$ cat src/hw/tsm_pkg.sv
// Behaviour
// - Split mode turns timer 0 register into two independent 8-bit counters.
// - Low byte uses timer 0 run, source select, gate and overflow flag.
// - Low byte counts system or prescaled clock ticks or falling counter-pin edges.
// - High byte is timer only: system or prescaled clock, never a pin.
// - High byte advances only while timer 1 run bit is set.
// - High byte overflow sets timer 1 overflow flag, raising its interrupt.
// - Timer 1 runs modes 0-2 in split mode, no pin, flag or interrupt.
// - Timer 1 overflow still feeds baud ticks and converter start trigger.
// - In split mode timer 1 runs in modes 0-2, stops in mode 3.
// - Timer 1 mode 3 means timer 1 inactive and not counting.
// - Setting a run bit never clears or reloads the count.
// - Gate set: count only while run set and interrupt input active, except timer 1 and the high byte in split mode.
package tsm_pkg;
    localparam logic [7:0] TRFC_ADDR   = 8'h88;
    localparam logic [7:0] TIMER_MODE_SELECT_REG_ADDR   = 8'h89;
    localparam logic [7:0] CKSEL_ADDR  = 8'h8e;
    localparam logic [7:0] POL_ADDR    = 8'h8f;
    localparam logic [7:0] CNT_ADDR0   = 8'h8a;
    localparam logic [7:0] CNT_ADDR1   = 8'h8b;
    localparam logic [7:0] CNT_ADDR2   = 8'h8c;
    localparam logic [7:0] CNT_ADDR3   = 8'h8d;
    localparam logic [7:0] IRQ_ST_ADDR = 8'h90;
    localparam logic [7:0] IRQ_MK_ADDR = 8'h91;
    localparam logic [7:0] RST_VAL     = 8'h00;
    // Control register bit positions
    localparam int B_TF1 = 7;
    localparam int B_TR1 = 6;
    localparam int B_TF0 = 5;
    localparam int B_TR0 = 4;
    localparam int B_IE1 = 3;
    localparam int B_IT1 = 2;
    localparam int B_IE0 = 1;
    localparam int B_IT0 = 0;
    // Mode register bit positions
    localparam int B_GATE1 = 7;
    localparam int B_CT1   = 6;
    localparam int B_M1HI  = 5;
    localparam int B_M1LO  = 4;
    localparam int B_PIN_GATING_ENABLE_ZERO = 3;
    localparam int B_CT0   = 2;
    localparam int B_M0HI  = 1;
    localparam int B_M0LO  = 0;
    // Clock select bits
    localparam int B_T0SYS = 0;
    localparam int B_T1SYS = 1;
    localparam int B_PRE_LO = 2;
    localparam int B_PRE_HI = 3;
    localparam logic [1:0] MODE_13 = 2'h0;
    localparam logic [1:0] MODE_16 = 2'h1;
    localparam logic [1:0] MODE_8R = 2'h2;
    localparam logic [1:0] MODE_SP = 2'h3;
    localparam logic [7:0] BYTE_MAX = 8'hff;
    localparam logic [4:0] LOW5_MAX = 5'h1f;
    // Prescale divisors selected by two bits
    localparam logic [5:0] PRE_DIV12 = 6'd11;
    localparam logic [5:0] PRE_DIV4  = 6'd3;
    localparam logic [5:0] PRE_DIV48 = 6'd47;
    localparam logic [5:0] PRE_DIV8  = 6'd7;
    // Interrupt status bits
    localparam int S_OV0 = 0;
    localparam int S_OV1 = 1;
    localparam int S_EX0 = 2;
    localparam int S_EX1 = 3;
    localparam int NSTAT = 4;
endpackage

$ cat src/hw/tsm_tick_if.sv
`timescale 1ns/1ps
interface tsm_tick_if;
    logic       cnt_en;
    logic       load;
    logic [1:0] mode;
    logic [7:0] wdata;
    logic       sel_hi;
    logic [7:0] low_q;
    logic [7:0] high_q;
    logic       ovf_low;
    logic       ovf_high;
    modport ctl (output cnt_en, load, mode, wdata, sel_hi, input low_q, high_q, ovf_low, ovf_high);
    modport cnt (input cnt_en, load, mode, wdata, sel_hi, output low_q, high_q, ovf_low, ovf_high);
endinterface

$ cat src/hw/tsm_counter.sv
`timescale 1ns/1ps
// One 16-bit timer register in modes 0-2; overflow is combinational
module tsm_counter
    import tsm_pkg::*;
(
    input  wire logic clk_i,
    input  wire logic rst_i,
    tsm_tick_if.cnt   bus
);
    logic [7:0] low_r;
    logic [7:0] high_r;
    always_comb begin
        bus.low_q    = low_r;
        bus.high_q   = high_r;
        bus.ovf_high = 1'b0;
        unique case (bus.mode)
            MODE_13: bus.ovf_low = bus.cnt_en && low_r[4:0] == LOW5_MAX && high_r == BYTE_MAX;
            MODE_16: bus.ovf_low = bus.cnt_en && low_r == BYTE_MAX && high_r == BYTE_MAX;
            MODE_8R: bus.ovf_low = bus.cnt_en && low_r == BYTE_MAX;
            MODE_SP: bus.ovf_low = 1'b0;
        endcase
    end
    // Count held across run toggles; only loads and enabled counting change it
    always_ff @(posedge clk_i) begin
        if (rst_i) begin
            low_r  <= RST_VAL;
            high_r <= RST_VAL;
        end else if (bus.load) begin
            if (bus.sel_hi) high_r <= bus.wdata;
            else low_r <= bus.wdata;
        end else if (bus.cnt_en) begin
            unique case (bus.mode)
                MODE_13: begin
                    low_r[4:0] <= low_r[4:0] + 5'h1;
                    if (low_r[4:0] == LOW5_MAX) high_r <= high_r + 8'h1;
                end
                MODE_16: begin
                    low_r <= low_r + 8'h1;
                    if (low_r == BYTE_MAX) high_r <= high_r + 8'h1;
                end
                MODE_8R: low_r <= (low_r == BYTE_MAX) ? high_r : low_r + 8'h1;
                MODE_SP: ;
            endcase
        end
    end
endmodule

$ cat src/hw/tsm_ext_flag.sv
`timescale 1ns/1ps
// External interrupt flag with pin sampling and polarity
module tsm_ext_flag
    import tsm_pkg::*;
(
    input  wire logic clk_i,
    input  wire logic rst_i,
    input  wire logic pin_i,
    input  wire logic pol_i,
    input  wire logic edge_mode_i,
    input  wire logic vec_clr_i,
    input  wire logic sw_clr_i,
    output logic      active_o,
    output logic      flag_o,
    output logic      set_o
);
    logic [2:0] sync_r;
    logic       act_r;
    logic       flag_r;
    always_ff @(posedge clk_i) begin
        if (rst_i) sync_r <= 3'h0;
        else sync_r <= {sync_r[1:0], pin_i};
    end
    // Stage one is read only by stage two; change counted when 2 and 3 agree
    always_ff @(posedge clk_i) begin
        if (rst_i) act_r <= 1'b0;
        else if (sync_r[1] == sync_r[2]) act_r <= sync_r[2] ~^ pol_i;
    end
    wire act_nxt = (sync_r[1] == sync_r[2]) ? (sync_r[2] ~^ pol_i) : act_r;
    assign set_o = edge_mode_i ? (act_nxt && !act_r) : act_r;
    // Set beats clear
    always_ff @(posedge clk_i) begin
        if (rst_i) flag_r <= 1'b0;
        else if (!edge_mode_i) flag_r <= act_r;
        else if (set_o) flag_r <= 1'b1;
        else if (vec_clr_i || sw_clr_i) flag_r <= 1'b0;
    end
    assign active_o = act_r;
    assign flag_o   = flag_r;
endmodule

$ cat src/hw/tsm_top.sv
// The address-and-strobe port is this design's own decision.
`timescale 1ns/1ps
module tsm_top
    import tsm_pkg::*;
(
    input  wire logic       CLK_SYS_I,
    input  wire logic       RST_I,
    input  wire logic [7:0] ADDR_I,
    input  wire logic [7:0] WDATA_I,
    input  wire logic       WR_I,
    input  wire logic       RD_I,
    output logic      [7:0] RDATA_O,
    input  wire logic       CNT_PIN0_I,
    input  wire logic       CNT_PIN1_I,
    input  wire logic       EXT_IRQ_INPUT_ZERO_I,
    input  wire logic       EXT_IRQ_INPUT_ONE_I,
    input  wire logic       VEC_T0_I,
    input  wire logic       VEC_T1_I,
    input  wire logic       VEC_EX0_I,
    input  wire logic       VEC_EX1_I,
    output logic            T0_IRQ_O,
    output logic            T1_IRQ_O,
    output logic            EX0_IRQ_O,
    output logic            EX1_IRQ_O,
    output logic            BAUD_TICK_O,
    output logic            CONV_START_O,
    output logic            IRQ_O
);
    logic [7:0] ctl_r;
    logic [7:0] mode_r;
    logic [3:0] cksel_r;
    logic [1:0] pol_r;
    logic [NSTAT-1:0] stat_r;
    logic [NSTAT-1:0] mask_r;
    logic [5:0] pre_r;
    logic       pre_tick;
    logic [2:0] p0_r;
    logic [2:0] p1_r;
    logic       p0_lvl_r;
    logic       p1_lvl_r;
    logic       p0_fall;
    logic       p1_fall;
    logic       ex0_act;
    logic       ex1_act;
    logic       ex0_flag;
    logic       ex1_flag;
    logic       ex0_set;
    logic       ex1_set;
    tsm_tick_if t0_if ();
    tsm_tick_if t1_if ();

    function automatic logic wr_hit(input logic [7:0] a);
        return WR_I && ADDR_I == a;
    endfunction

    wire split = mode_r[B_M0HI:B_M0LO] == MODE_SP;
    wire [1:0] t1_mode = mode_r[B_M1HI:B_M1LO];

    // Prescaler
    logic [5:0] pre_div;
    always_comb begin
        unique case (cksel_r[B_PRE_HI:B_PRE_LO])
            2'h0: pre_div = PRE_DIV12;
            2'h1: pre_div = PRE_DIV4;
            2'h2: pre_div = PRE_DIV48;
            2'h3: pre_div = PRE_DIV8;
        endcase
    end
    assign pre_tick = pre_r == pre_div;
    always_ff @(posedge CLK_SYS_I) begin
        if (RST_I || pre_tick) pre_r <= 6'h0;
        else pre_r <= pre_r + 6'h1;
    end

    // Counter pins: three stages, change taken once stages 2 and 3 agree
    always_ff @(posedge CLK_SYS_I) begin
        if (RST_I) begin
            p0_r <= 3'h0;
            p1_r <= 3'h0;
        end else begin
            p0_r <= {p0_r[1:0], CNT_PIN0_I};
            p1_r <= {p1_r[1:0], CNT_PIN1_I};
        end
    end
    always_ff @(posedge CLK_SYS_I) begin
        if (RST_I) begin
            p0_lvl_r <= 1'b0;
            p1_lvl_r <= 1'b0;
        end else begin
            if (p0_r[1] == p0_r[2]) p0_lvl_r <= p0_r[2];
            if (p1_r[1] == p1_r[2]) p1_lvl_r <= p1_r[2];
        end
    end
    // Level resets low: an idle-high pin first shows a rise, never a false fall
    assign p0_fall = p0_lvl_r && p0_r[1] == p0_r[2] && !p0_r[2];
    assign p1_fall = p1_lvl_r && p1_r[1] == p1_r[2] && !p1_r[2];

    tsm_ext_flag u_ex0 (
        .clk_i      (CLK_SYS_I),
        .rst_i      (RST_I),
        .pin_i      (EXT_IRQ_INPUT_ZERO_I),
        .pol_i      (pol_r[0]),
        .edge_mode_i(ctl_r[B_IT0]),
        .vec_clr_i  (VEC_EX0_I),
        .sw_clr_i   (wr_hit(TRFC_ADDR) && !WDATA_I[B_IE0]),
        .active_o   (ex0_act),
        .flag_o     (ex0_flag),
        .set_o      (ex0_set)
    );
    tsm_ext_flag u_ex1 (
        .clk_i      (CLK_SYS_I),
        .rst_i      (RST_I),
        .pin_i      (EXT_IRQ_INPUT_ONE_I),
        .pol_i      (pol_r[1]),
        .edge_mode_i(ctl_r[B_IT1]),
        .vec_clr_i  (VEC_EX1_I),
        .sw_clr_i   (wr_hit(TRFC_ADDR) && !WDATA_I[B_IE1]),
        .active_o   (ex1_act),
        .flag_o     (ex1_flag),
        .set_o      (ex1_set)
    );

    // Timer 0 low byte / whole timer 0
    wire t0_run  = ctl_r[B_TR0] && (!mode_r[B_PIN_GATING_ENABLE_ZERO] || ex0_act);
    wire t0_clk  = cksel_r[B_T0SYS] ? 1'b1 : pre_tick;
    wire t0_tick = mode_r[B_CT0] ? p0_fall : t0_clk;
    wire t0_en   = t0_run && t0_tick;
    // High byte in split mode: timer only, run by timer 1 run bit
    wire th_en   = split && ctl_r[B_TR1] && t0_clk;
    // Timer 1: in split mode no pin, no gate, runs by mode field only
    wire t1_clk  = cksel_r[B_T1SYS] ? 1'b1 : pre_tick;
    wire t1_run  = split ? 1'b1
                         : ctl_r[B_TR1] && (!mode_r[B_GATE1] || ex1_act);
    wire t1_tick = (mode_r[B_CT1] && !split) ? p1_fall : t1_clk;
    wire t1_en   = t1_run && t1_tick && t1_mode != MODE_SP;

    logic [7:0] th_r;
    logic       lo_ovf;
    assign lo_ovf = split && t0_en && t0_if.low_q == BYTE_MAX;

    assign t0_if.cnt_en = t0_en && !split;
    assign t0_if.mode   = mode_r[B_M0HI:B_M0LO];
    // Software write beats the split-mode step that falls in the same cycle
    wire t0_sw_wr = wr_hit(CNT_ADDR0) || (!split && wr_hit(CNT_ADDR1));
    assign t0_if.wdata  = t0_sw_wr ? WDATA_I : t0_if.low_q + 8'h1;
    assign t0_if.sel_hi = t0_sw_wr && ADDR_I == CNT_ADDR1;
    assign t0_if.load   = t0_sw_wr || (split && t0_en);
    assign th_r = t0_if.high_q;
    tsm_counter u_t0 (
        .clk_i(CLK_SYS_I),
        .rst_i(RST_I),
        .bus  (t0_if.cnt)
    );
    // Split high byte kept beside the low byte's register
    logic [7:0] sp_hi_r;
    always_ff @(posedge CLK_SYS_I) begin
        if (RST_I) sp_hi_r <= RST_VAL;
        else if (wr_hit(CNT_ADDR1)) sp_hi_r <= WDATA_I;
        else if (th_en) sp_hi_r <= sp_hi_r + 8'h1;
    end

    assign t1_if.cnt_en = t1_en;
    assign t1_if.mode   = t1_mode;
    assign t1_if.wdata  = WDATA_I;
    assign t1_if.sel_hi = ADDR_I == CNT_ADDR3;
    assign t1_if.load   = wr_hit(CNT_ADDR2) || wr_hit(CNT_ADDR3);
    tsm_counter u_t1 (
        .clk_i(CLK_SYS_I),
        .rst_i(RST_I),
        .bus  (t1_if.cnt)
    );

    wire ov0 = split ? lo_ovf : t0_if.ovf_low;
    wire ov1_hi = split && th_en && sp_hi_r == BYTE_MAX;
    wire ov1 = split ? ov1_hi : t1_if.ovf_low;
    wire trfc_wr = wr_hit(TRFC_ADDR);

    // Control register: overflow set beats software or vector clear
    always_ff @(posedge CLK_SYS_I) begin
        if (RST_I) ctl_r <= RST_VAL;
        else begin
            if (trfc_wr) begin
                ctl_r[B_TR1] <= WDATA_I[B_TR1];
                ctl_r[B_TR0] <= WDATA_I[B_TR0];
                ctl_r[B_IT1] <= WDATA_I[B_IT1];
                ctl_r[B_IT0] <= WDATA_I[B_IT0];
            end
            if (ov0) ctl_r[B_TF0] <= 1'b1;
            else if (VEC_T0_I) ctl_r[B_TF0] <= 1'b0;
            else if (trfc_wr) ctl_r[B_TF0] <= WDATA_I[B_TF0];
            if (ov1) ctl_r[B_TF1] <= 1'b1;
            else if (VEC_T1_I) ctl_r[B_TF1] <= 1'b0;
            else if (trfc_wr) ctl_r[B_TF1] <= WDATA_I[B_TF1];
            // Event bits are copies; a written zero reaches the flag module instead
            ctl_r[B_IE0] <= ex0_flag;
            ctl_r[B_IE1] <= ex1_flag;
        end
    end
    always_ff @(posedge CLK_SYS_I) begin
        if (RST_I) begin
            mode_r  <= RST_VAL;
            cksel_r <= 4'h0;
            pol_r   <= 2'h0;
        end else begin
            if (wr_hit(TIMER_MODE_SELECT_REG_ADDR)) mode_r <= WDATA_I;
            if (wr_hit(CKSEL_ADDR)) cksel_r <= WDATA_I[3:0];
            if (wr_hit(POL_ADDR)) pol_r <= WDATA_I[1:0];
        end
    end

    // Sticky event status, write one to clear, set wins
    wire [NSTAT-1:0] ev = {ex1_set, ex0_set, ov1, ov0};
    always_ff @(posedge CLK_SYS_I) begin
        if (RST_I) begin
            stat_r <= '0;
            mask_r <= '0;
        end else begin
            stat_r <= ev | (stat_r & ~(wr_hit(IRQ_ST_ADDR) ? WDATA_I[NSTAT-1:0] : '0));
            if (wr_hit(IRQ_MK_ADDR)) mask_r <= WDATA_I[NSTAT-1:0];
        end
    end

    logic [7:0] rd_nxt;
    always_comb begin
        unique case (ADDR_I)
            TRFC_ADDR:   rd_nxt = ctl_r;
            TIMER_MODE_SELECT_REG_ADDR:   rd_nxt = mode_r;
            CKSEL_ADDR:  rd_nxt = {4'h0, cksel_r};
            POL_ADDR:    rd_nxt = {6'h0, pol_r};
            CNT_ADDR0:   rd_nxt = t0_if.low_q;
            CNT_ADDR1:   rd_nxt = split ? sp_hi_r : th_r;
            CNT_ADDR2:   rd_nxt = t1_if.low_q;
            CNT_ADDR3:   rd_nxt = t1_if.high_q;
            IRQ_ST_ADDR: rd_nxt = {4'h0, stat_r};
            IRQ_MK_ADDR: rd_nxt = {4'h0, mask_r};
            default:     rd_nxt = 8'h00;
        endcase
    end
    always_ff @(posedge CLK_SYS_I) begin
        if (RST_I) begin
            RDATA_O      <= 8'h00;
            T0_IRQ_O     <= 1'b0;
            T1_IRQ_O     <= 1'b0;
            EX0_IRQ_O    <= 1'b0;
            EX1_IRQ_O    <= 1'b0;
            BAUD_TICK_O  <= 1'b0;
            CONV_START_O <= 1'b0;
            IRQ_O        <= 1'b0;
        end else begin
            RDATA_O      <= RD_I ? rd_nxt : 8'h00;
            T0_IRQ_O     <= ctl_r[B_TF0];
            T1_IRQ_O     <= ctl_r[B_TF1];
            EX0_IRQ_O    <= ex0_flag;
            EX1_IRQ_O    <= ex1_flag;
            // Ticks leave in every mode of timer 0; only the flag is cut in split
            BAUD_TICK_O  <= t1_if.ovf_low;
            CONV_START_O <= t1_if.ovf_low;
            IRQ_O        <= |(stat_r & mask_r);
        end
    end

    a_split_hi_ovf: assert property (@(posedge CLK_SYS_I) disable iff (RST_I)
        ov1_hi |=> ctl_r[B_TF1]) else $error("high byte overflow lost");
    a_t1_no_flag: assert property (@(posedge CLK_SYS_I) disable iff (RST_I)
        split && !ov1_hi && !trfc_wr && !ctl_r[B_TF1] |=> !ctl_r[B_TF1])
        else $error("timer 1 flagged in split");
    a_mode3_stop: assert property (@(posedge CLK_SYS_I) disable iff (RST_I)
        t1_mode == MODE_SP && !t1_if.load |=> $stable(t1_if.low_q))
        else $error("timer 1 counted in mode 3");
    a_hi_run_gate: assert property (@(posedge CLK_SYS_I) disable iff (RST_I)
        split && !ctl_r[B_TR1] && !wr_hit(CNT_ADDR1) |=> $stable(sp_hi_r))
        else $error("high byte ran without run bit");
    a_gate_hold: assert property (@(posedge CLK_SYS_I) disable iff (RST_I)
        mode_r[B_PIN_GATING_ENABLE_ZERO] && !ex0_act && !t0_if.load |=> $stable(t0_if.low_q))
        else $error("gated timer counted");
    a_baud_tick: assert property (@(posedge CLK_SYS_I) disable iff (RST_I)
        t1_if.ovf_low |=> BAUD_TICK_O && CONV_START_O)
        else $error("timer 1 tick missing");
    a_t0_ovf_set: assert property (@(posedge CLK_SYS_I) disable iff (RST_I)
        ov0 |=> ctl_r[B_TF0]) else $error("timer 0 overflow lost");
    a_lo_counts: assert property (@(posedge CLK_SYS_I) disable iff (RST_I)
        split && t0_en && !wr_hit(CNT_ADDR0) |=> t0_if.low_q == $past(t0_if.low_q) + 8'h1)
        else $error("low byte did not step");
    a_hi_steps: assert property (@(posedge CLK_SYS_I) disable iff (RST_I)
        th_en && !wr_hit(CNT_ADDR1) |=> sp_hi_r == $past(sp_hi_r) + 8'h1)
        else $error("high byte did not step");
    a_run_resume: assert property (@(posedge CLK_SYS_I) disable iff (RST_I)
        split && $rose(ctl_r[B_TR0]) && !wr_hit(CNT_ADDR0)
        |=> t0_if.low_q - $past(t0_if.low_q) <= 8'h1)
        else $error("run bit moved the count");
    a_t1_split_run: assert property (@(posedge CLK_SYS_I) disable iff (RST_I)
        split && t1_mode != MODE_SP && cksel_r[B_T1SYS] && !t1_if.load && !t1_if.ovf_low
        |=> $changed(t1_if.low_q)) else $error("timer 1 idle in split");
    a_ex_level: assert property (@(posedge CLK_SYS_I) disable iff (RST_I)
        !ctl_r[B_IT1] |=> ex1_flag == $past(ex1_act)) else $error("level flag lags input");
    a_ex_edge_hold: assert property (@(posedge CLK_SYS_I) disable iff (RST_I)
        ctl_r[B_IT0] && ex0_flag && !VEC_EX0_I && !(trfc_wr && !WDATA_I[B_IE0])
        |=> ex0_flag) else $error("edge flag lost");
    c_split_ovf: cover property (@(posedge CLK_SYS_I) ov1_hi);
    c_lo_ovf: cover property (@(posedge CLK_SYS_I) lo_ovf);
    c_baud: cover property (@(posedge CLK_SYS_I) split && t1_if.ovf_low);
    c_vec_clr: cover property (@(posedge CLK_SYS_I) VEC_T0_I && ctl_r[B_TF0]);
    c_gated_run: cover property (@(posedge CLK_SYS_I) mode_r[B_PIN_GATING_ENABLE_ZERO] && t0_en);
endmodule

$ cat config.mk
export PLATFORM = sky130hd
export DESIGN_NAME = tsm_top
export DESIGN_NICKNAME = d
export VERILOG_FILES = /design/src/hw/tsm_pkg.sv /design/src/hw/tsm_tick_if.sv /design/src/hw/tsm_counter.sv /design/src/hw/tsm_ext_flag.sv /design/src/hw/tsm_top.sv
export SDC_FILE = /design/constraint.sdc
export NUM_CORES = 1
export LEC_CHECK = 0
export ABC_AREA = 1
export BUFFER_PORTS_ARGS = -buffer_cell sky130_fd_sc_hd__buf_2
export CAP_MARGIN = 20
export CORE_ASPECT_RATIO = 1.5
export CORE_UTILIZATION = 50
export CTS_CLUSTER_SIZE = 25
export DETAILED_ROUTE_END_ITERATION = 7
export GPL_ROUTABILITY_DRIVEN = 0
export PLACE_DENSITY = 0.71
export SYNTH_ARGS = -nofsm -noshare
export SYNTH_HDL_FRONTEND = slang
export SYNTH_SLANG_ARGS = --single-unit
export TNS_END_PERCENT = 100
$ cat constraint.sdc
create_clock -name CLK_SYS_I -period 2.3 [get_ports CLK_SYS_I]
set_input_delay 0.23 -clock CLK_SYS_I [delete_from_list [all_inputs] [get_ports CLK_SYS_I]]
set_output_delay 0.23 -clock CLK_SYS_I [all_outputs]
set_load 0.005 [all_outputs]
==> out/results.ini <==
[run_status]
outcome = complete, no violations

[power]
p_leak_nw = 3.008
power_mw = 3.712
powerDensity_nw_per_um2 = 548.0
peakVddDrop_mv = 0.3330

[global_route]
gr-total-overflow = 0
grt_max_degree = 61
grt_pass1_wl_um = 28250
grt_pass1_vias = 5732
globalRouteTotalUtil = 0.2898
antenna_found_initial = 1

[yosys]
synth_cell_types = 46
yosys_warnings = 0
seq_area_frac_synth = 0.3511
yosysTopAreaCell = dfxtp_1
synthTopCellsByArea = dfxtp_1 35%, nand2_1 10%, inv_1 8.0%
synth-edff-count = 0
syn_nets = 941
syn_area_sq_um = 6043
ys.flop_type = dfxtp_1
synth_area_per_cell_sq_um = 6.737
synth_seq_cells = 106
synthCells = 897
synth_top_area_frac = 0.3511
synth-async-reset-ratio = 0

[clocking]
cts_tree = yes
clock_sinks = 106
worstSkewPairLatency_ps = 360
cts_buffer_depth = 2
clk_pin_slew_worst_paths_ps = 70
cts-root-buf = clkbuf_16
htree_levels = 3
cts_made_buffers = 9

[place]
io_buffer_count = 42
dp_cells = 1075
dp_hpwl_um = 13250

[detailed_routing]
vias_per_cell = 5.562
wl_um = 17280
first_pass_iters = 7
drt-initial-drc-count = 438
drc_errors = 0
dr_total_vias = 6090
final_antenna_net_count = 0
wl_per_cell_um = 15.78

[floorplan]
ios = 43
dieArea_sq_um = 12540
die_w_um = 91.77
rows = 48
die_y_um = 136.6
coreArea_sq_um = 11650
start_util = 0.5187

[final_layout]
drive_gt1_frac = 0.1091
fillCellCount = 1207
instances_no_fill = 1095
fin_nets = 983
area_delta_synth_final_pct = 12.07

[timing]
whs_ps = 72.11
finalSetupTns_ps = 0
fmax_mhz = 490.9
finClkSkew_ps = 9.754
finalHoldViolations = 0
finalSetupViolCount = 0
maxSlewHeadroom = 0.6115
min_period_over_period = 0.8857
period_needed_ps = 2037
rsz0062_at_grt = no
worst_slew_pin_slew_ps = 581.1
maxSlewViolCount = 0

[critical_path]
cpPeakStageDelay_ps = 360
crit_chain = ha_1 > inv_1 > nor2_1 > nand2_1 > nor2_1 > nand2_2 > nand3_2 > nand3_1 > nand2_4 > inv_2 > nand3_1 > nand2_4 > nor2_1 > nor2_1
criticalPathCategory = flop to flop
cp_common_cell = nor2_1
endpoint_kind = flop
start_kind = flop
cp_slowest_cell = dfxtp_1
path_max_fanout = 13
crit_arrival_ps = 2290
worstPathRequired_ps = 2560

[hold_path]
worstHoldPathType = input port to flop

[run]
max_cap_violations = 0

## area by class of cell
class / instances / area, sq um / share of cell area
Tap cell: 150 / 187.7 / 0.02771
Clock inverter: 7 / 93.84 / 0.01386
Clock buffer: 9 / 225.2 / 0.03325
Antenna cell: 1 / 2.502 / 0.0003695
Sequential cell: 106 / 2122 / 0.3133
Inverter: 136 / 513.0 / 0.07574
Timing Repair Buffer: 55 / 320.3 / 0.04729
Multi-Input combinational cell: 631 / 3308 / 0.4885
## synth_stat cells, types with 2 or more instances
master	n
nand2_1	169
inv_1	129
nor2_1	118
dfxtp_1	106
o21ai_0	89
a21oi_1	57
nand3_1	36
xor2_1	23
o22ai_1	20
clkbuf_1	17
nor3_1	17
ha_1	16
nand4_1	11
a211oi_1	8
o211ai_1	8
nand2_2	7
inv_2	6
nand3_2	5
a221oi_1	4
xnor2_1	4
a31oi_1	3
buf_2	3
buf_4	3
nor2_2	3
o21a_1	3
o21ai_1	3
o221ai_1	3
o32ai_1	3
a21boi_0	2
nand3_4	2
nor3_2	2
nor4_1	2
or2_2	2
## final timing paths
path / startpoint / to / slack [ps] / cells past startpoint
worst max register to register: pre_r[0] / u_t0.bus.low_q[1] / 260 / 14
worst max-delay path: pre_r[0] / u_t0.bus.low_q[1] / 260 / 14
worst min-delay path: EXT_IRQ_INPUT_ONE_I / u_ex1.sync_r[0] / 70 / 3
worst min register to register: u_ex1.sync_r[0] / u_ex1.sync_r[1] / 400 / 2
## power breakdown
group / switching (mW) / internal (mW)
sequential: 0.0146 / 1.86
clock: 0.772 / 0.876
combinational: 0.136 / 0.0562
total: 0.922 / 2.79
## routing by layer
layer  share of wire  wire (um)  GRT usage
met2            0.51       8836     0.5230
met5               0          0          0
met4           0.048        837     0.1615
met3           0.048        828    0.03889
met1            0.39       6779     0.3280
## per-stage QoR
stage | worst slack (ps) | util | area (sq um)
2_1_floorplan | 537.7 | - | 6043
3_3_place_gp | 261.4 | 0.5507 | 6416
5_1_grt | 33.32 | 0.5813 | 6773
3_5_place_dp | 232.4 | 0.5507 | 6416
4_1_cts | 222.9 | 0.5781 | 6735
6_report | 262.8 | 0.5813 | 6773
## repair_timing
| action | 4_1_cts | 5_1_grt |
|---|---|---|
| endpoints found under the setup margin | 0 | 5 |
| hold buffers | 0 | 0 |
| buffers inserted | 0 | 3 |
| gates resized for setup | 0 | 4 |
## state kept, by name, indices dropped and copies added (netlist names), 2 cells and up
register,cells
ctl_r,8
p0_r,3
mode_r,8
u_ex0.sync_r,3
u_t1.bus.low_q,8
u_ex1.sync_r,3
p1_r,3
stat_r,4
u_t0.bus.low_q,8
RDATA_O,8
mask_r,4
cksel_r,4
pol_r,2
sp_hi_r,8
pre_r,6
u_t0.bus.high_q,8
u_t1.bus.high_q,8
## worst max-delay path, delay by kind of cell (launching register included)
kind / cells / cell delay, ps
AND/OR/NAND/NOR: 11 / 1180
flip-flops: 1 / 360
adder cells (fa/ha/maj): 1 / 190
buffers and inverters: 2 / 180
## layout by cell type (no fill, tap or decap), drive strengths merged, types with 3 or more instances in the layout
master	Yosys	layout
nor3	19	19
nand2	176	176
o21ai	92	92
nand3	43	43
a221oi	4	4
a21oi	57	57
a211oi	8	8
nor2	123	123
clkbuf	17	9
dfxtp	106	106
a21boi	3	3
o32ai	3	3
a31oi	3	3
o211ai	8	8
xor2	23	23
ha	16	16
xnor2	4	4
buf	7	55
nand4	11	11
o21a	3	3
o22ai	20	20
o221ai	3	3
inv	136	139
## cells by family after synthesis
logic type	synth area share
simple gates	0.2741
xor+xnor	0.03913
compound gates	0.1990
fa+ha+maj	0.03313
buf+inv	0.1035
flops	0.3511
Power figures use the tool's default switching activity.
